File: src/verilog/lrcr_pkg.sv
// Purpose: shared constants for the lane 1 pair configuration registers
// Assumes: 250 MHz sys_clk, byte-wide register port
// Notes:   offsets are byte addresses on the management register port
package lrcr_pkg;

  // register offsets
  localparam logic [7:0] IDLE_PRES_OFFS = 8'h15;
  localparam logic [7:0] EQ_OFFS        = 8'h16;
  localparam logic [7:0] SWING_OFFS     = 8'h17;
  localparam logic [7:0] DEEMPH_OFFS    = 8'h18;

  // values after reset
  localparam logic [7:0] IDLE_PRES_RST = 8'h00;
  localparam logic [7:0] EQ_RST        = 8'h2f;
  localparam logic [7:0] SWING_RST     = 8'had;
  localparam logic [4:0] DEEMPH_RST    = 5'h02;
  localparam logic [7:0] UNMAPPED_DATA = 8'h00;

  // field positions
  localparam int IDLE_AUTO_BIT  = 5;
  localparam int IDLE_SEL_BIT   = 4;
  localparam int PRES_MODE_LSB  = 2;
  localparam int SC_PROT_BIT    = 7;
  localparam int RATE_SEL_BIT   = 6;
  localparam int SWING_LSB      = 0;
  localparam int FOUND_BIT      = 7;
  localparam int RATE_DET_LSB   = 5;
  localparam int DEEMPH_LSB     = 0;

  // presence-detect modes
  typedef enum logic [1:0] {
    PRES_HIGHZ       = 2'b00,
    PRES_DET_LIMITED = 2'b01,
    PRES_DET_FOREVER = 2'b10,
    PRES_FIXED_50    = 2'b11
  } lrcr_pres_mode_type;

  // detect engine states
  typedef enum logic [1:0] {
    DET_OFF  = 2'b00,
    DET_WAIT = 2'b01,
    DET_TEST = 2'b10,
    DET_DONE = 2'b11
  } lrcr_det_state_type;

  // detect timing
  localparam int SYS_CLK_KHZ       = 250000;
  localparam int DETECT_PERIOD_MS  = 12;
  localparam int DETECT_SPAN_MS    = 600;
  localparam int DETECT_PERIOD_CYC = DETECT_PERIOD_MS * SYS_CLK_KHZ;
  localparam int DETECT_ATTEMPTS   = DETECT_SPAN_MS / DETECT_PERIOD_MS;
  localparam int TEST_WINDOW_CYC   = 4;

endpackage : lrcr_pkg

File: src/verilog/lrcr_regs.sv
// Purpose: lane 1 pair configuration and status registers
// Assumes: byte register port driven by the management front end on sys_clk
// Notes:   analog observation inputs are asynchronous and synchronised here
`timescale 1ns/1ns

module lrcr_regs #(
  parameter int DETECT_PERIOD_CYC = lrcr_pkg::DETECT_PERIOD_CYC,
  parameter int DETECT_ATTEMPTS   = lrcr_pkg::DETECT_ATTEMPTS,
  parameter int TEST_WINDOW_CYC   = lrcr_pkg::TEST_WINDOW_CYC
) (
  input  wire logic       sys_clk,
  input  wire logic       rst,
  input  wire logic [7:0] reg_addr,
  input  wire logic       reg_wr,
  input  wire logic [7:0] reg_wdata,
  input  wire logic       reg_rd,
  output logic      [7:0] reg_rdata,
  output logic            reg_ack,
  input  wire logic       idle_sensed,
  input  wire logic [1:0] rate_sensed,
  input  wire logic       far_rx_sense,
  output logic            output_mute,
  output logic            input_term_50ohm,
  output logic            rx_test_pulse,
  output logic      [7:0] input_boost_level,
  output logic            short_protect_en,
  output logic            rate_class_gen12,
  output logic      [2:0] output_swing_level,
  output logic      [2:0] output_deemphasis_level
);

  logic [7:0] idle_pres_q;
  logic [7:0] eq_q;
  logic [7:0] swing_q;
  logic [4:0] deemph_q;
  logic [7:0] rdata_q;
  logic       ack_q;
  logic       mute_q;

  logic       idle_s1_q, idle_s2_q, idle_s3_q, idle_q;
  logic [1:0] rate_s1_q, rate_s2_q, rate_s3_q, rate_q;

  logic       far_receiver_found_flag;
  logic [1:0] detected_rate_class;
  logic [1:0] far_receiver_presence_mode;
  logic       idle_auto;
  logic       idle_manual;
  logic       term_50;

  assign idle_auto                  = idle_pres_q[lrcr_pkg::IDLE_AUTO_BIT];
  assign idle_manual                = idle_pres_q[lrcr_pkg::IDLE_SEL_BIT];
  assign far_receiver_presence_mode = idle_pres_q[lrcr_pkg::PRES_MODE_LSB +: 2];
  assign detected_rate_class        = rate_q;

  // register writes
  always_ff @(posedge sys_clk) begin
    if (rst) begin
      idle_pres_q <= lrcr_pkg::IDLE_PRES_RST;
      eq_q        <= lrcr_pkg::EQ_RST;
      swing_q     <= lrcr_pkg::SWING_RST;
      deemph_q    <= lrcr_pkg::DEEMPH_RST;
    end else if (reg_wr) begin
      unique case (reg_addr)
        lrcr_pkg::IDLE_PRES_OFFS: idle_pres_q <= reg_wdata;
        lrcr_pkg::EQ_OFFS:        eq_q        <= reg_wdata;
        lrcr_pkg::SWING_OFFS:     swing_q     <= reg_wdata;
        // status bits 7:5 are not writable
        lrcr_pkg::DEEMPH_OFFS:    deemph_q    <= reg_wdata[4:0];
        default:                  ;
      endcase
    end
  end

  // register reads, one cycle latency
  always_ff @(posedge sys_clk) begin
    if (rst) begin
      rdata_q <= lrcr_pkg::UNMAPPED_DATA;
    end else if (reg_rd) begin
      unique case (reg_addr)
        lrcr_pkg::IDLE_PRES_OFFS: rdata_q <= idle_pres_q;
        lrcr_pkg::EQ_OFFS:        rdata_q <= eq_q;
        lrcr_pkg::SWING_OFFS:     rdata_q <= swing_q;
        lrcr_pkg::DEEMPH_OFFS:    rdata_q <= {far_receiver_found_flag, detected_rate_class, deemph_q};
        default:                  rdata_q <= lrcr_pkg::UNMAPPED_DATA;
      endcase
    end
  end

  always_ff @(posedge sys_clk) begin
    if (rst) ack_q <= 1'b0;
    else     ack_q <= reg_rd | reg_wr;
  end

  assign reg_rdata = rdata_q;
  assign reg_ack   = ack_q;

  // idle detector sync, change taken when last two agree
  always_ff @(posedge sys_clk) begin
    if (rst) begin
      idle_s1_q <= 1'b0;
      idle_s2_q <= 1'b0;
      idle_s3_q <= 1'b0;
      idle_q    <= 1'b0;
    end else begin
      idle_s1_q <= idle_sensed;
      idle_s2_q <= idle_s1_q;
      idle_s3_q <= idle_s2_q;
      if (idle_s2_q == idle_s3_q) idle_q <= idle_s3_q;
    end
  end

  // rate detector sync, change taken when last two agree
  always_ff @(posedge sys_clk) begin
    if (rst) begin
      rate_s1_q <= 2'b00;
      rate_s2_q <= 2'b00;
      rate_s3_q <= 2'b00;
      rate_q    <= 2'b00;
    end else begin
      rate_s1_q <= rate_sensed;
      rate_s2_q <= rate_s1_q;
      rate_s3_q <= rate_s2_q;
      if (rate_s2_q == rate_s3_q) rate_q <= rate_s3_q;
    end
  end

  // output muting: detector in auto, else manual bit
  always_ff @(posedge sys_clk) begin
    if (rst) mute_q <= 1'b0;
    else     mute_q <= idle_auto ? idle_q : idle_manual;
  end

  assign output_mute = mute_q;

  // register field drives presence mode, no pin path
  lrcr_rx_detect #(
    .PERIOD_CYC (DETECT_PERIOD_CYC),
    .ATTEMPTS   (DETECT_ATTEMPTS),
    .WINDOW_CYC (TEST_WINDOW_CYC)
  ) u_rx_detect (
    .sys_clk       (sys_clk),
    .rst           (rst),
    .pres_mode     (far_receiver_presence_mode),
    .far_rx_sense  (far_rx_sense),
    .rx_test_pulse (rx_test_pulse),
    .found_q       (far_receiver_found_flag),
    .term_50_q     (term_50)
  );

  assign input_term_50ohm        = term_50;
  assign input_boost_level       = eq_q;
  assign short_protect_en        = swing_q[lrcr_pkg::SC_PROT_BIT];
  assign rate_class_gen12        = swing_q[lrcr_pkg::RATE_SEL_BIT];
  assign output_swing_level      = swing_q[lrcr_pkg::SWING_LSB +: 3];
  assign output_deemphasis_level = deemph_q[lrcr_pkg::DEEMPH_LSB +: 3];
endmodule : lrcr_regs

File: src/verilog/lrcr_rx_detect.sv
// Purpose: far-end receiver presence engine and input termination control
// Assumes: far_rx_sense is an asynchronous level from the analog detector
// Notes:   first test fires one full period after an auto mode is entered
`timescale 1ns/1ns
module lrcr_rx_detect #(
  parameter int PERIOD_CYC = lrcr_pkg::DETECT_PERIOD_CYC,
  parameter int ATTEMPTS   = lrcr_pkg::DETECT_ATTEMPTS,
  parameter int WINDOW_CYC = lrcr_pkg::TEST_WINDOW_CYC
) (
  input  wire logic       sys_clk,
  input  wire logic       rst,
  input  wire logic [1:0] pres_mode,
  input  wire logic       far_rx_sense,
  output logic            rx_test_pulse,
  output logic            found_q,
  output logic            term_50_q
);
  localparam int CNT_W = $clog2(PERIOD_CYC + 1);
  localparam int ATT_W = $clog2(ATTEMPTS + 1);
  localparam int WIN_W = $clog2(WINDOW_CYC + 1);

  lrcr_pkg::lrcr_det_state_type state_q;
  logic [CNT_W-1:0] period_cnt_q;
  logic [ATT_W-1:0] attempt_q;
  logic [WIN_W-1:0] win_cnt_q;
  logic [1:0]       mode_prev_q;
  logic             sense_s1_q, sense_s2_q, sense_s3_q, sense_q;
  logic             auto_mode;

  assign auto_mode     = (pres_mode == lrcr_pkg::PRES_DET_LIMITED) || (pres_mode == lrcr_pkg::PRES_DET_FOREVER);
  assign rx_test_pulse = (state_q == lrcr_pkg::DET_TEST);

  // three-stage sync, change taken when last two agree
  always_ff @(posedge sys_clk) begin
    if (rst) begin
      sense_s1_q <= 1'b0;
      sense_s2_q <= 1'b0;
      sense_s3_q <= 1'b0;
      sense_q    <= 1'b0;
    end else begin
      sense_s1_q <= far_rx_sense;
      sense_s2_q <= sense_s1_q;
      sense_s3_q <= sense_s2_q;
      if (sense_s2_q == sense_s3_q) sense_q <= sense_s3_q;
    end
  end

  always_ff @(posedge sys_clk) begin
    if (rst) mode_prev_q <= 2'b00;
    else     mode_prev_q <= pres_mode;
  end

  // test scheduling
  always_ff @(posedge sys_clk) begin
    if (rst) begin
      state_q      <= lrcr_pkg::DET_OFF;
      period_cnt_q <= '0;
      attempt_q    <= '0;
      win_cnt_q    <= '0;
      found_q      <= 1'b0;
    end else if (pres_mode != mode_prev_q || !auto_mode) begin
      // any mode change restarts detection from scratch
      state_q      <= auto_mode ? lrcr_pkg::DET_WAIT : lrcr_pkg::DET_OFF;
      period_cnt_q <= '0;
      attempt_q    <= '0;
      win_cnt_q    <= '0;
      found_q      <= 1'b0;
    end else begin
      unique case (state_q)
        lrcr_pkg::DET_OFF: begin
          state_q      <= lrcr_pkg::DET_WAIT;
          period_cnt_q <= '0;
        end
        lrcr_pkg::DET_WAIT: begin
          if (period_cnt_q == CNT_W'(PERIOD_CYC - 1)) begin
            state_q      <= lrcr_pkg::DET_TEST;
            period_cnt_q <= '0;
            win_cnt_q    <= '0;
          end else begin
            period_cnt_q <= period_cnt_q + 1'b1;
          end
        end
        lrcr_pkg::DET_TEST: begin
          win_cnt_q <= win_cnt_q + 1'b1;
          if (sense_q) begin
            found_q <= 1'b1;
            state_q <= lrcr_pkg::DET_DONE;
          end else if (win_cnt_q == WIN_W'(WINDOW_CYC - 1)) begin
            if (pres_mode == lrcr_pkg::PRES_DET_LIMITED) attempt_q <= attempt_q + 1'b1;
            if (pres_mode == lrcr_pkg::PRES_DET_LIMITED && attempt_q == ATT_W'(ATTEMPTS - 1))
              state_q <= lrcr_pkg::DET_DONE;
            else
              state_q <= lrcr_pkg::DET_WAIT;
          end
        end
        lrcr_pkg::DET_DONE: state_q <= lrcr_pkg::DET_DONE;
      endcase
    end
  end

  // termination: high-z, fixed 50 ohm, or 50 ohm once found
  always_ff @(posedge sys_clk) begin
    if (rst) term_50_q <= 1'b0;
    else     term_50_q <= (pres_mode == lrcr_pkg::PRES_FIXED_50) || (auto_mode && found_q);
  end
endmodule : lrcr_rx_detect

File: config.mk
export PLATFORM = sky130hd
export DESIGN_NAME = lrcr_regs
export DESIGN_NICKNAME = d
export VERILOG_FILES = /design/src/verilog/lrcr_pkg.sv /design/src/verilog/lrcr_regs.sv /design/src/verilog/lrcr_rx_detect.sv
export SDC_FILE = /design/constraint.sdc
export NUM_CORES = 1
export LEC_CHECK = 0
export BUFFER_PORTS_ARGS = -buffer_cell sky130_fd_sc_hd__buf_2
export CORE_UTILIZATION = 50
export CTS_CLUSTER_DIAMETER = 200
export DETAILED_ROUTE_END_ITERATION = 10
export PLACE_DENSITY_LB_ADDON = 0.15
export RECOVER_POWER = 25
export SLEW_MARGIN = 40
export SYNTH_ARGS = -nofsm -noshare
export SYNTH_HDL_FRONTEND = slang
export SYNTH_HIERARCHICAL = 1
export SYNTH_SLANG_ARGS = --single-unit
File: constraint.sdc
create_clock -name sys_clk -period 2.3 [get_ports sys_clk]
set_input_delay 0.115 -clock sys_clk [delete_from_list [all_inputs] [get_ports sys_clk]]
set_output_delay 0.115 -clock sys_clk [all_outputs]
set_load 0.02 [all_outputs]
==> results of run 1 <==
## what timing repair did
item | CTS | global route
hold buffers | 5 | 0
setup endpoints to repair | 0 | 0
hold endpoints to repair | 5 | 0
## placed cells by master (no fill, tap or decap), types with 2 or more instances in the layout
| master | count |
|---|---|
| sky130_fd_sc_hd__mux2i_1 | 26 |
| sky130_fd_sc_hd__nor2_1 | 54 |
| sky130_fd_sc_hd__nand2_1 | 42 |
| sky130_fd_sc_hd__a32o_1 | 7 |
| sky130_fd_sc_hd__xnor2_1 | 5 |
| sky130_fd_sc_hd__dlygate4sd3_1 | 5 |
| sky130_fd_sc_hd__nor3_1 | 8 |
| sky130_fd_sc_hd__nand2b_1 | 3 |
| sky130_fd_sc_hd__a211o_1 | 6 |
| sky130_fd_sc_hd__clkbuf_8 | 9 |
| sky130_fd_sc_hd__nand3_1 | 24 |
| sky130_fd_sc_hd__nor2b_1 | 17 |
| sky130_fd_sc_hd__and3_1 | 6 |
| sky130_fd_sc_hd__ha_1 | 7 |
| sky130_fd_sc_hd__a211oi_1 | 4 |
| sky130_fd_sc_hd__clkbuf_1 | 15 |
| sky130_fd_sc_hd__nor4_4 | 2 |
| sky130_fd_sc_hd__buf_2 | 37 |
| sky130_fd_sc_hd__inv_1 | 14 |
| sky130_fd_sc_hd__a21o_1 | 3 |
| sky130_fd_sc_hd__nand4_1 | 11 |
| sky130_fd_sc_hd__dfxtp_1 | 92 |
| sky130_fd_sc_hd__a21oi_1 | 12 |
| sky130_fd_sc_hd__o22ai_1 | 2 |
| sky130_fd_sc_hd__clkinvlp_4 | 2 |
| sky130_fd_sc_hd__o311ai_0 | 2 |
| sky130_fd_sc_hd__inv_6 | 2 |
| sky130_fd_sc_hd__nand3b_1 | 6 |
| sky130_fd_sc_hd__nand4b_2 | 3 |
| sky130_fd_sc_hd__a221o_1 | 7 |
| sky130_fd_sc_hd__or4_1 | 3 |
| sky130_fd_sc_hd__o21ai_0 | 12 |
| sky130_fd_sc_hd__a22oi_1 | 3 |
| sky130_fd_sc_hd__buf_4 | 7 |
| sky130_fd_sc_hd__or3_1 | 13 |
| sky130_fd_sc_hd__xor2_1 | 4 |
| sky130_fd_sc_hd__a31oi_1 | 16 |
## logic make-up (layout without fill, tap and decap cells)
group / count (synthesis) / after routing / synth area share (%)
mux: 27 / 27 / 6.39
fa+ha+maj: 7 / 7 / 2.06
xor+xnor: 9 / 9 / 1.85
compound gates: 82 / 82 / 14.1
simple gates: 206 / 206 / 26.8
flops: 92 / 92 / 43.3
buf+inv: 45 / 93 / 5.44
## critical path: stages, from the launching register on
cell and delay, ns:
sky130_fd_sc_hd__dfxtp_1 0.41, sky130_fd_sc_hd__ha_1 0.23, sky130_fd_sc_hd__nand3_1 0.20, sky130_fd_sc_hd__nor2_1 0.39, sky130_fd_sc_hd__nand4_1 0.13, sky130_fd_sc_hd__or4_1 0.47
sky130_fd_sc_hd__a31oi_1 0.17
## how the worst max path moves through the flow
stage,start,end,slack [ns],depth (start not counted)
2_1_floorplan,idle_pres_q[3],u_rx_detect/period_cnt_q[8],0.41,6
3_3_place_gp,u_rx_detect/period_cnt_q[0],u_rx_detect/period_cnt_q[20],0.27,6
3_5_place_dp,u_rx_detect/period_cnt_q[0],u_rx_detect/period_cnt_q[20],0.20,6
4_1_cts,u_rx_detect/period_cnt_q[0],u_rx_detect/period_cnt_q[20],0.20,6
5_1_grt,u_rx_detect/period_cnt_q[0],u_rx_detect/period_cnt_q[11],0.14,6
6_report,u_rx_detect/period_cnt_q[0],u_rx_detect/period_cnt_q[20],0.24,6
## final cells by class
cell class                      instances  area, sq um
Fill cell                             753         3470
Multi-Input combinational cell        331         2190
Sequential cell                        92         1840
Timing Repair Buffer                   63          340
Tap cell                              105          131
Clock buffer                           10          128
Clock inverter                          6         71.3
Inverter                               14         52.6
## stage by stage
stage	hold WS, ns	utilization, %	power (mW)	instances	area, sq um
floorplan	0.182	-	1.71	468	4250
global placement	0.324	54.9	1.76	600	4510
detailed placement	0.331	54.9	1.76	600	4510
CTS	0.0124	57.9	2.86	621	4760
global route	0.0394	57.8	2.94	621	4750
finish	0.0231	57.8	2.82	621	4750
## flip-flops by register name (all words and copies together), names as in the netlist, 2 cells and up
name	cells
u_rx_detect/period_cnt_q	22
deemph_q	5
swing_q	8
u_rx_detect/state_q	2
idle_pres_q	8
rate_s1_q	2
u_rx_detect/attempt_q	6
detected_rate_class	2
rate_s3_q	2
u_rx_detect/mode_prev_q	2
reg_rdata	8
rate_s2_q	2
input_boost_level	8
u_rx_detect/win_cnt_q	3
## routing by layer
| metal | up-vias | wire, um | GRT usage, % | share of wire (%) |
|---|---|---|---|---|
| li1 | 1766 | - | - | - |
| met1 | 1672 | 4330 | 29.0 | 46 |
| met2 | 78 | 4570 | 36.8 | 48 |
| met3 | 12 | 400 | 2.99 | 4.2 |
| met4 | 0 | 129 | 7.44 | 1.4 |
| met5 | - | 0 | 0 | 0 |
## power by group through the flow
stage / clock network [mW] / registers, mW / logic (mW)
after global placement: 0 / 1.64 / 0.113
final: 1.10 / 1.61 / 0.122
after floorplan: 0 / 1.65 / 0.0643
after detailed placement: 0 / 1.65 / 0.117
after CTS: 1.13 / 1.61 / 0.123
after global routing: 1.20 / 1.61 / 0.133
==> results.rst, run 1 <==
.. list-table::
   :header-rows: 1

   * - Metric
     - Value
   * - Post-synthesis cell count
     - 468
   * - IO Pins
     - 52
   * - Number of antenna violations at the first check in global routing
     - 0
   * - Synthesized net count
     - 499
   * - Hold Vio Cnt, Final
     - 0
   * - Worst-path fanout max
     - 6
   * - Top achievable clock speed
     - 485 MHz
   * - Worst slew slack as a fraction of its limit
     - 27.3%
   * - Leakage power total
     - 1.85 nW
   * - Most instantiated library cell after synthesis
     - sky130_fd_sc_hd__dfxtp_1
   * - Power density over the cells
     - 595 mW/mm^2
   * - # port buffers
     - 51
   * - Clock Root Buffer
     - sky130_fd_sc_hd__clkbuf_8
   * - Switching component of the power
     - 658 uW
   * - Number of iterations in the first detailed-routing pass
     - 4
   * - Proportion of power drawn by flip-flops and latches
     - 56.9%
   * - Synth area leaders
     - sky130_fd_sc_hd__dfxtp_1, sky130_fd_sc_hd__mux2i_1, sky130_fd_sc_hd__nor2_1, sky130_fd_sc_hd__nand2_1, sky130_fd_sc_hd__nand3_1
   * - CP Data Required Time
     - 2.58 ns
   * - Mean area per synthesized cell
     - 9.08 sq um
   * - Biggest area consumer among synthesized cells
     - sky130_fd_sc_hd__dfxtp_1
   * - Min Tclk post-route
     - 2.06 ns
   * - Number of clock sinks
     - 92
   * - Maximum number of pins on one net before global-route repair
     - 35
   * - Arrival time of data at the critical path endpoint
     - 2.35 ns
   * - Floorplan die area
     - 0.00888 sq mm
   * - Number of buffers on the longest clock path
     - 2
   * - Reg-to-reg slack, setup
     - 0.24 ns
   * - Worst-Skew Late Latency
     - 0.35 ns
   * - Chip Height
     - 94.2 um
   * - Seq/Total Area, Yosys
     - 43.3%
   * - Number of diodes
     - 0
   * - Number of core rows
     - 33
   * - Fraction of synthesized cell area taken by the top area cell type
     - 43.3%
   * - Antenna viol nets, final
     - 0
   * - Overall routed net length
     - 9430 um
   * - Fraction of power consumed by the clock network
     - 38.8%
   * - Via density
     - 5.68
   * - Maximum level of the CTS H-tree
     - 3
   * - Number of unique standard cell types used by synthesis
     - 58
   * - Total CTS buffers
     - 9
   * - Fin crit share
     - 89.7%
   * - Part of the total power dissipated in combinational logic
     - 4.3%
   * - End point of the worst hold path
     - idle_pres_q[5]
   * - Routed length per instance
     - 15.2 um
   * - Final-report max-slew violation count
     - 0
   * - Worst reg2reg path endpoint
     - u_rx_detect/period_cnt_q[20]
   * - Worst setup margin
     - 0.237 ns
   * - Number of maximum-capacitance violations
     - 0
   * - Actual slew at the worst max-slew pin
     - 1.09 ns
   * - Post-Route Setup TNS
     - 0 ns
   * - Post-CTS resize count
     - 0
   * - Number of vias after detailed routing
     - 3528
   * - Count of final setup violators
     - 0
   * - Post-CTS repair timing setup buffer count
     - 0
   * - Final GP Congestion
     - 0.795
   * - Hold-critical path depth
     - 3
   * - Post-Place Worst Slack
     - 0.197 ns
   * - Reg-to-reg critical path startpoint
     - u_rx_detect/period_cnt_q[0]
   * - Post-synthesis sequential element count
     - 92
   * - Area Growth Syn to Fin
     - 11.7%
   * - RSZ-0062 raised after global routing
     - false
   * - Worst reg-to-reg path cell count
     - 6
   * - Count of flip-flops with a built-in enable after synthesis
     - 0
   * - Number of global-route vias before repair
     - 3141
   * - Commonest cells in the netlist
     - sky130_fd_sc_hd__dfxtp_1, sky130_fd_sc_hd__nor2_1, sky130_fd_sc_hd__nand2_1
   * - DRC violation total after the first TritonRoute iteration
     - 170
   * - Register clock-pin slew on the reported worst setup and hold paths
     - 0.09 ns
   * - Clock tree skew after final layout
     - 0.0111 ns
   * - HPWL Detailed
     - 6390 um
   * - Int Power
     - 2.17 mW
   * - Total DRC errors in the routed layout
     - 0
   * - Worst hold path type
     - in2reg
   * - Clock tree from TritonCTS
     - built
   * - GRT Overall Usage
     - 22.0%
   * - Die outline width
     - 94.2 um
   * - Dominant synthesized flop cell
     - sky130_fd_sc_hd__dfxtp_1
   * - Grt total ovfl
     - 0
   * - Switching power as a share of total power
     - 23.3%
   * - Synth warnings
     - 6
   * - Largest voltage drop on the vdd net
     - 0.342 mV
   * - Async set-reset flop share out of synthesis
     - 0%
   * - Outcome
     - finished clean
   * - Number of nets in the layout
     - 542
   * - Area of the placeable core
     - 0.00822 sq mm
   * - Initial standard-cell utilization of the core
     - 51.7%
   * - Wire length of the first global-routing pass
     - 15200 um
   * - CP Capture Type
     - register
   * - Startpoint of the most critical hold path
     - reg_wdata[5]
   * - Startpoint class of the critical path
     - register
   * - Post-Synthesis Cell Area
     - 0.00425 sq mm
   * - Share of cells above drive strength 1
     - 14.9%
   * - Worst Setup Path Type
     - reg2reg
No activity file was read; power rests on OpenSTA's default activity.
==> run 2: changes to the inputs <==
--- a/config.mk
+++ b/config.mk
@@ -5,10 +5,10 @@
 export SDC_FILE = /design/constraint.sdc
 export NUM_CORES = 1
 export LEC_CHECK = 0
-export BUFFER_PORTS_ARGS = -buffer_cell sky130_fd_sc_hd__buf_2
 export CORE_UTILIZATION = 50
 export CTS_CLUSTER_DIAMETER = 200
 export DETAILED_ROUTE_END_ITERATION = 10
+export DONT_BUFFER_PORTS = 1
 export PLACE_DENSITY_LB_ADDON = 0.15
 export RECOVER_POWER = 25
 export SLEW_MARGIN = 40
==> run 2 against run 1 <==
Compared with the run above:
- global-route usage down 0.71 points
- die area stayed put
- clock skew fell by 0.0025 ns
- maximum frequency is 0.58% lower
- sequential power barely moved
- wire length decreased by 3.9%
- hold slack better by 0.0026 ns
- clock power shrank 13%
- sequential share of layout area grew 1.5 points
- largest cell class unchanged
==> results.rst, run 2 (synthesized netlist as in run 1, its figures left out) <==
.. list-table::
   :header-rows: 1

   * - Metric
     - Value
   * - Placed cell count
     - 546 (-9.0%)
   * - Hold Vio Cnt, Final
     - 0 (unchanged)
   * - Die outline width
     - 94.2 um (unchanged)
   * - Arrival time of data at the critical path endpoint
     - 2.35 ns (about the same)
   * - Post-Route Setup TNS
     - 0 ns (unchanged)
   * - Final-report max-slew violation count
     - 0 (unchanged)
   * - Top achievable clock speed
     - 482 MHz (-0.58%)
   * - Register clock-pin slew on the reported worst setup and hold paths
     - 0.09 ns (about the same)
   * - Worst-path fanout max
     - 6 (unchanged)
   * - Number of global-route vias before repair
     - 2974 (-5.3%)
   * - Routed length per instance
     - 15.7 um (+3.3%)
   * - Min Tclk post-route
     - 2.08 ns (+0.0120 ns)
   * - Number of antenna violations at the first check in global routing
     - 0 (unchanged)
   * - IO Pins
     - 52 (unchanged)
   * - Reg-to-reg slack, setup
     - 0.22 ns (about the same)
   * - Count of final setup violators
     - 0 (unchanged)
   * - Area of the placeable core
     - 0.00822 sq mm (unchanged)
   * - Worst-Skew Late Latency
     - 0.35 ns (about the same)
   * - Final std cell area, no fill
     - 0.00458 sq mm (-3.6%)
   * - Number of core rows
     - 33 (unchanged)
   * - Number of vias after detailed routing
     - 3360 (-4.8%)
   * - Ordered list of cells on the worst path
     - ha_1, nand3_1, nor2_1, nand4_1, or4_1, a31oi_1
   * - Overall routed net length
     - 9060 um (-3.9%)
   * - Actual slew at the worst max-slew pin
     - 0.775 ns (-0.316 ns)
   * - Clock Root Buffer
     - sky130_fd_sc_hd__clkbuf_8
   * - Clock tree skew after final layout
     - 0.00856 ns (-0.00250 ns)
   * - Maximum level of the CTS H-tree
     - 3 (unchanged)
   * - Number of buffers on the longest clock path
     - 2 (unchanged)
   * - Clock tree from TritonCTS
     - built
   * - Number of clock sinks
     - 92 (unchanged)
   * - Largest register FFs
     - 22 (unchanged)
   * - Int Power
     - 2.04 mW (-5.7%)
   * - Antenna viol nets, final
     - 0 (unchanged)
   * - Largest voltage drop on the vdd net
     - 0.353 mV (+3.1%)
   * - Total DRC errors in the routed layout
     - 0 (unchanged)
   * - Post-DP Area
     - 0.00423 sq mm (-6.2%)
   * - Post-CTS resize count
     - 0 (unchanged)
   * - Highest-count cells in the layout ignoring fill and taps
     - sky130_fd_sc_hd__dfxtp_1, sky130_fd_sc_hd__nor2_1, sky130_fd_sc_hd__nand2_1
   * - Finished Layout Cells
     - 578 (-6.9%)
   * - CP Capture Type
     - register
   * - GRT Overall Usage
     - 21.3% (-0.71 points)
   * - Wire length of the first global-routing pass
     - 14800 um (-2.9%)
   * - Chip Height
     - 94.2 um (unchanged)
   * - Floorplan die area
     - 0.00888 sq mm (unchanged)
   * - Via density
     - 5.81 (+2.3%)
   * - Fin crit share
     - 90.2% (+0.52 points)
   * - Leakage power total
     - 1.72 nW (-6.7%)
   * - Proportion of power drawn by flip-flops and latches
     - 60.4% (+3.5 points)
   * - Number of nets in the layout
     - 500 (-7.7%)
   * - Maximum number of pins on one net before global-route repair
     - 57 (+63%)
   * - Grt total ovfl
     - 0 (unchanged)
   * - Part of the total power dissipated in combinational logic
     - 3.8% (-0.5 points)
   * - Post-CTS repair timing setup buffer count
     - 0 (unchanged)
   * - Switching power as a share of total power
     - 23.3% (+0.047 points)
   * - HPWL Detailed
     - 5870 um (-8.2%)
   * - Switching component of the power
     - 622 uW (-5.4%)
   * - Highest-delay cell along the critical path
     - sky130_fd_sc_hd__or4_1
   * - Startpoint class of the critical path
     - register
   * - Worst hold path type
     - in2reg
   * - Number of iterations in the first detailed-routing pass
     - 4 (unchanged)
   * - Worst Setup Path Type
     - reg2reg
   * - Area Growth Syn to Fin
     - 7.68%
   * - Number of diodes
     - 0 (unchanged)
   * - CP Data Required Time
     - 2.57 ns (about the same)
   * - Largest Register
     - u_rx_detect/period_cnt_q
   * - Outcome
     - finished clean
   * - Worst slew slack as a fraction of its limit
     - 48.1% (+21 points)
   * - Power density over the cells
     - 582 mW/mm^2 (-2.1%)
   * - Total CTS buffers
     - 9 (unchanged)
   * - DRC violation total after the first TritonRoute iteration
     - 161 (-5.3%)
   * - Fraction of power consumed by the clock network
     - 35.8% (-3.0 points)
   * - # port buffers
     - 0 (-100%)
   * - Initial standard-cell utilization of the core
     - 51.7% (unchanged)
   * - Stage delay of the slowest cell on the critical path
     - 0.47 ns (about the same)
   * - Hold-fix buffers, CTS
     - 16 (+11)
   * - Share of cells above drive strength 1
     - 8.03% (-6.9 points)
   * - RSZ-0062 raised after global routing
     - false
   * - Number of maximum-capacitance violations
     - 0 (unchanged)
   * - Most common library cell in the layout ignoring fill and taps
     - sky130_fd_sc_hd__dfxtp_1
   * - Filler cell count
     - 761 (+1.1%)
   * - Final GP Congestion
     - 0.755 (-5.1%)
==> run 2: final cells by class <==
class,instances,area [sq um],area share [%]
Clock buffer,9,124,2.71
Clock inverter,6,40.0,0.875
Inverter,14,52.6,1.15
Multi-Input combinational cell,331,2180,47.6
Sequential cell,92,1840,40.2
Tap cell,105,131,2.87
Timing Repair Buffer,21,210,4.59
==> run 2: worst max-delay path: cells and delay by family (launching register included) <==
kind                     cells  cell delay [ns]
AO/OA/AOI/OAI                1             0.17
adder cells (fa/ha/maj)      1             0.21
flip-flops                   1             0.41
AND/OR/NAND/NOR              4             1.22
==> run 2: worst paths after layout <==
check	start	to	cells after the start
min	reg_addr[0]	reg_rdata[2]	2
max	u_rx_detect/period_cnt_q[0]	u_rx_detect/period_cnt_q[20]	6
max reg2reg	u_rx_detect/period_cnt_q[0]	u_rx_detect/period_cnt_q[20]	6
min reg2reg	u_rx_detect/sense_s1_q	u_rx_detect/sense_s2_q	1
==> run 2: layer usage <==
metal  GRT usage [%]  share of wire (%)  routed length (um)  vias up
li1                -                  -                   -     1688
met1            26.9                 45                4070     1584
met2            34.5                 49                4410       78
met3            5.74                5.3                 481       10
met4            8.08                1.1                 103        0
met5               0                  0                   0        -
==> run 2: stage by stage <==
stage | power [mW] | setup WS, ns | util [%] | hold slack [ns]
2_1_floorplan | 1.71 | 0.407 | - | 0.182
3_3_place_gp | 1.70 | 0.282 | 51.5 | 0.189
3_5_place_dp | 1.70 | 0.229 | 51.5 | 0.191
4_1_cts | 2.71 | 0.183 | 55.6 | 0.000423
5_1_grt | 2.77 | 0.000941 | 55.7 | 0.00964
6_report | 2.67 | 0.225 | 55.7 | 0.0257
==> run 2: power groups by stage <==
stage / clock network, mW / logic, mW / registers, mW
5_1_grt: 1.05 / 0.110 / 1.61
3_3_place_gp: 0 / 0.0537 / 1.65
6_report: 0.954 / 0.101 / 1.61
3_5_place_dp: 0 / 0.0547 / 1.65
2_1_floorplan: 0 / 0.0643 / 1.65
4_1_cts: 0.995 / 0.100 / 1.61
==> run 3: changes to the inputs <==
--- a/config.mk
+++ b/config.mk
@@ -9,8 +9,10 @@
 export CTS_CLUSTER_DIAMETER = 200
 export DETAILED_ROUTE_END_ITERATION = 10
 export DONT_BUFFER_PORTS = 1
+export GPL_ROUTABILITY_DRIVEN = 0
 export PLACE_DENSITY_LB_ADDON = 0.15
 export RECOVER_POWER = 25
+export SETUP_SLACK_MARGIN = 0.4
 export SLEW_MARGIN = 40
 export SYNTH_ARGS = -nofsm -noshare
 export SYNTH_HDL_FRONTEND = slang
==> run 3 against run 2 <==
Compared with the run above:
- die area did not move
- cell count rose by 2.4%
- design area rose by 5.5%
- first-iteration DRC count fell by 6.2%
- worst setup slack improved by 0.25 ns
- via count rose by 4.0%
- sequential power barely moved
- highest routed layer unchanged
==> results.rst, run 3 (synthesized netlist as in run 1, its figures left out) <==
.. list-table::
   :header-rows: 1

   * - Metric
     - Value
   * - Outcome
     - finished clean
   * - Top achievable clock speed
     - 549 MHz (+14%)
   * - Number of global-route vias before repair
     - 3097 (+4.1%)
   * - Int Power
     - 2.04 mW (-0.17%)
   * - Power density over the cells
     - 552 mW/mm^2 (-5.2%)
   * - Overall routed net length
     - 9660 um (+6.6%)
   * - Maximum number of pins on one net before global-route repair
     - 57 (unchanged)
   * - Worst-Skew Late Latency
     - 0.35 ns (about the same)
   * - CP Capture Type
     - register
   * - GRT Overall Usage
     - 22.0% (+0.69 points)
   * - Final-report max-slew violation count
     - 0 (unchanged)
   * - Chip Height
     - 94.2 um (unchanged)
   * - Largest register FFs
     - 22 (unchanged)
   * - Worst hold path type
     - in2reg
   * - Final standard cell utilization of the core
     - 58.8% (+3.1 points)
   * - Part of the total power dissipated in combinational logic
     - 3.9% (about the same)
   * - Number of diodes
     - 0 (unchanged)
   * - Number of iterations in the first detailed-routing pass
     - 4 (unchanged)
   * - Most common library cell in the layout ignoring fill and taps
     - sky130_fd_sc_hd__dfxtp_1
   * - Switching component of the power
     - 629 uW (+1.0%)
   * - Clock tree skew after final layout
     - 0.00969 ns (+0.00113 ns)
   * - Stage delay of the slowest cell on the critical path
     - 0.51 ns (+0.04 ns)
   * - Worst Setup Path Type
     - reg2reg
   * - Arrival time of data at the critical path endpoint
     - 2.10 ns (-0.25 ns)
   * - Worst-path fanout max
     - 5 (-1)
   * - Total DRC errors in the routed layout
     - 0 (unchanged)
   * - Hold Vio Cnt, Final
     - 0 (unchanged)
   * - Number of nets in the layout
     - 514 (+2.8%)
   * - Number of buffers on the longest clock path
     - 2 (unchanged)
   * - Wire length of the first global-routing pass
     - 15200 um (+2.7%)
   * - Maximum level of the CTS H-tree
     - 3 (unchanged)
   * - # port buffers
     - 0 (unchanged)
   * - Register clock-pin slew on the reported worst setup and hold paths
     - 0.09 ns (about the same)
   * - Count of final setup violators
     - 0 (unchanged)
   * - Routed length per instance
     - 16.3 um (+4.1%)
   * - Antenna viol nets, final
     - 0 (unchanged)
   * - Largest voltage drop on the vdd net
     - 0.350 mV (-0.77%)
   * - Number of vias after detailed routing
     - 3496 (+4.0%)
   * - Post-Route Setup TNS
     - 0 ns (unchanged)
   * - Via density
     - 5.91 (+1.6%)
   * - Number of maximum-capacitance violations
     - 0 (unchanged)
   * - Switching power as a share of total power
     - 23.6% (+0.21 points)
   * - Startpoint class of the critical path
     - register
   * - Grt total ovfl
     - 0 (unchanged)
   * - DRC violation total after the first TritonRoute iteration
     - 151 (-6.2%)
   * - Min Tclk post-route
     - 1.82 ns (-0.253 ns)
   * - Leakage power total
     - 1.82 nW (+5.4%)
   * - Number of core rows
     - 33 (unchanged)
   * - Number of antenna violations at the first check in global routing
     - 0 (unchanged)
   * - HPWL Detailed
     - 5870 um (unchanged)
   * - Proportion of power drawn by flip-flops and latches
     - 60.2% (-0.2 points)
   * - Fin crit share
     - 79.2% (-11 points)
   * - Largest Register
     - u_rx_detect/period_cnt_q
   * - Fraction of power consumed by the clock network
     - 35.9% (about the same)
   * - Floorplan die area
     - 0.00888 sq mm (unchanged)
   * - Worst slew slack as a fraction of its limit
     - 54.1% (+6.1 points)
   * - Area Growth Syn to Fin
     - 13.7%
   * - Actual slew at the worst max-slew pin
     - 0.686 ns (-0.0890 ns)
   * - Ordered list of cells on the worst path
     - inv_1, ha_4, or3_4, or4_1, o211ai_1
   * - Clock Root Buffer
     - sky130_fd_sc_hd__clkbuf_8
   * - IO Pins
     - 52 (unchanged)
   * - Highest-count cells in the layout ignoring fill and taps
     - sky130_fd_sc_hd__dfxtp_1, sky130_fd_sc_hd__nor2_1, sky130_fd_sc_hd__nand2_1
   * - Highest-delay cell along the critical path
     - sky130_fd_sc_hd__or4_1
   * - CP Data Required Time
     - 2.57 ns (about the same)
   * - Buf+Inv Stages, Crit Path
     - 1 (+1)
   * - RSZ-0062 raised after global routing
     - false
   * - Clock tree from TritonCTS
     - built
   * - Area of the placeable core
     - 0.00822 sq mm (unchanged)
   * - Critical path's top delay family
     - simple AND/OR/NAND/NOR gates
   * - Share of cells above drive strength 1
     - 14.6% (+6.5 points)
   * - Number of clock sinks
     - 92 (unchanged)
   * - Die outline width
     - 94.2 um (unchanged)
   * - Total CTS buffers
     - 9 (unchanged)
   * - Initial standard-cell utilization of the core
     - 51.7% (unchanged)
-- run 3: what timing repair did --
action	CTS	global route
setup endpoints to repair	24	24
setup buffers	5	6
pin swaps	3	9
endpoints found under the hold margin	57	1
resized for setup	12	24
gates cloned	1	2
hold buffers	16	1
-- run 3: power by group through the flow --
| stage | Clock (mW) | Combinational [mW] | Sequential [mW] |
|---|---|---|---|
| after floorplan | 0 | 0.0643 | 1.65 |
| after global placement | 0 | 0.0537 | 1.65 |
| after detailed placement | 0 | 0.0547 | 1.65 |
| after CTS | 0.995 | 0.100 | 1.61 |
| after global routing | 1.05 | 0.111 | 1.61 |
| final | 0.959 | 0.103 | 1.61 |
-- run 3: through the flow --
stage	instances	total power [mW]	setup WS, ns	hold slack, ns	instance area (sq um)
finish	592	2.67	0.478	0.0193	4830
CTS	583	2.70	0.378	0.000423	4650
floorplan	468	1.71	0.407	0.182	4250
global route	592	2.77	0.367	0.00951	4830
detailed placement	546	1.70	0.229	0.191	4230
global placement	546	1.70	0.282	0.189	4230
-- run 3: path summary, 6_finish.rpt --
path | start | slack [ns] | cells after the start | end
worst min-delay path | reg_addr[0] | 0.02 | 2 | reg_rdata[2]
worst max-delay path | idle_pres_q[3] | 0.48 | 5 | u_rx_detect/period_cnt_q[8]
worst max register to register | idle_pres_q[3] | 0.48 | 5 | u_rx_detect/period_cnt_q[8]
worst min register to register | u_rx_detect/sense_s1_q | 0.44 | 1 | u_rx_detect/sense_s2_q
-- run 3: per-layer routing --
layer / track usage (%) / wire length (um)
met5: 0 / 0
met4: 8.46 / 193
met3: 6.23 / 489
met2: 36.2 / 4670
met1: 27.0 / 4300
-- run 3: cell type report --
cell class / instances / area [sq um]
Sequential cell: 92 / 1860
Clock buffer: 9 / 124
Timing Repair Buffer: 32 / 300
Clock inverter: 6 / 40.0
Tap cell: 105 / 131
Inverter: 14 / 52.6
Multi-Input combinational cell: 334 / 2330
Fill cell: 721 / 3380
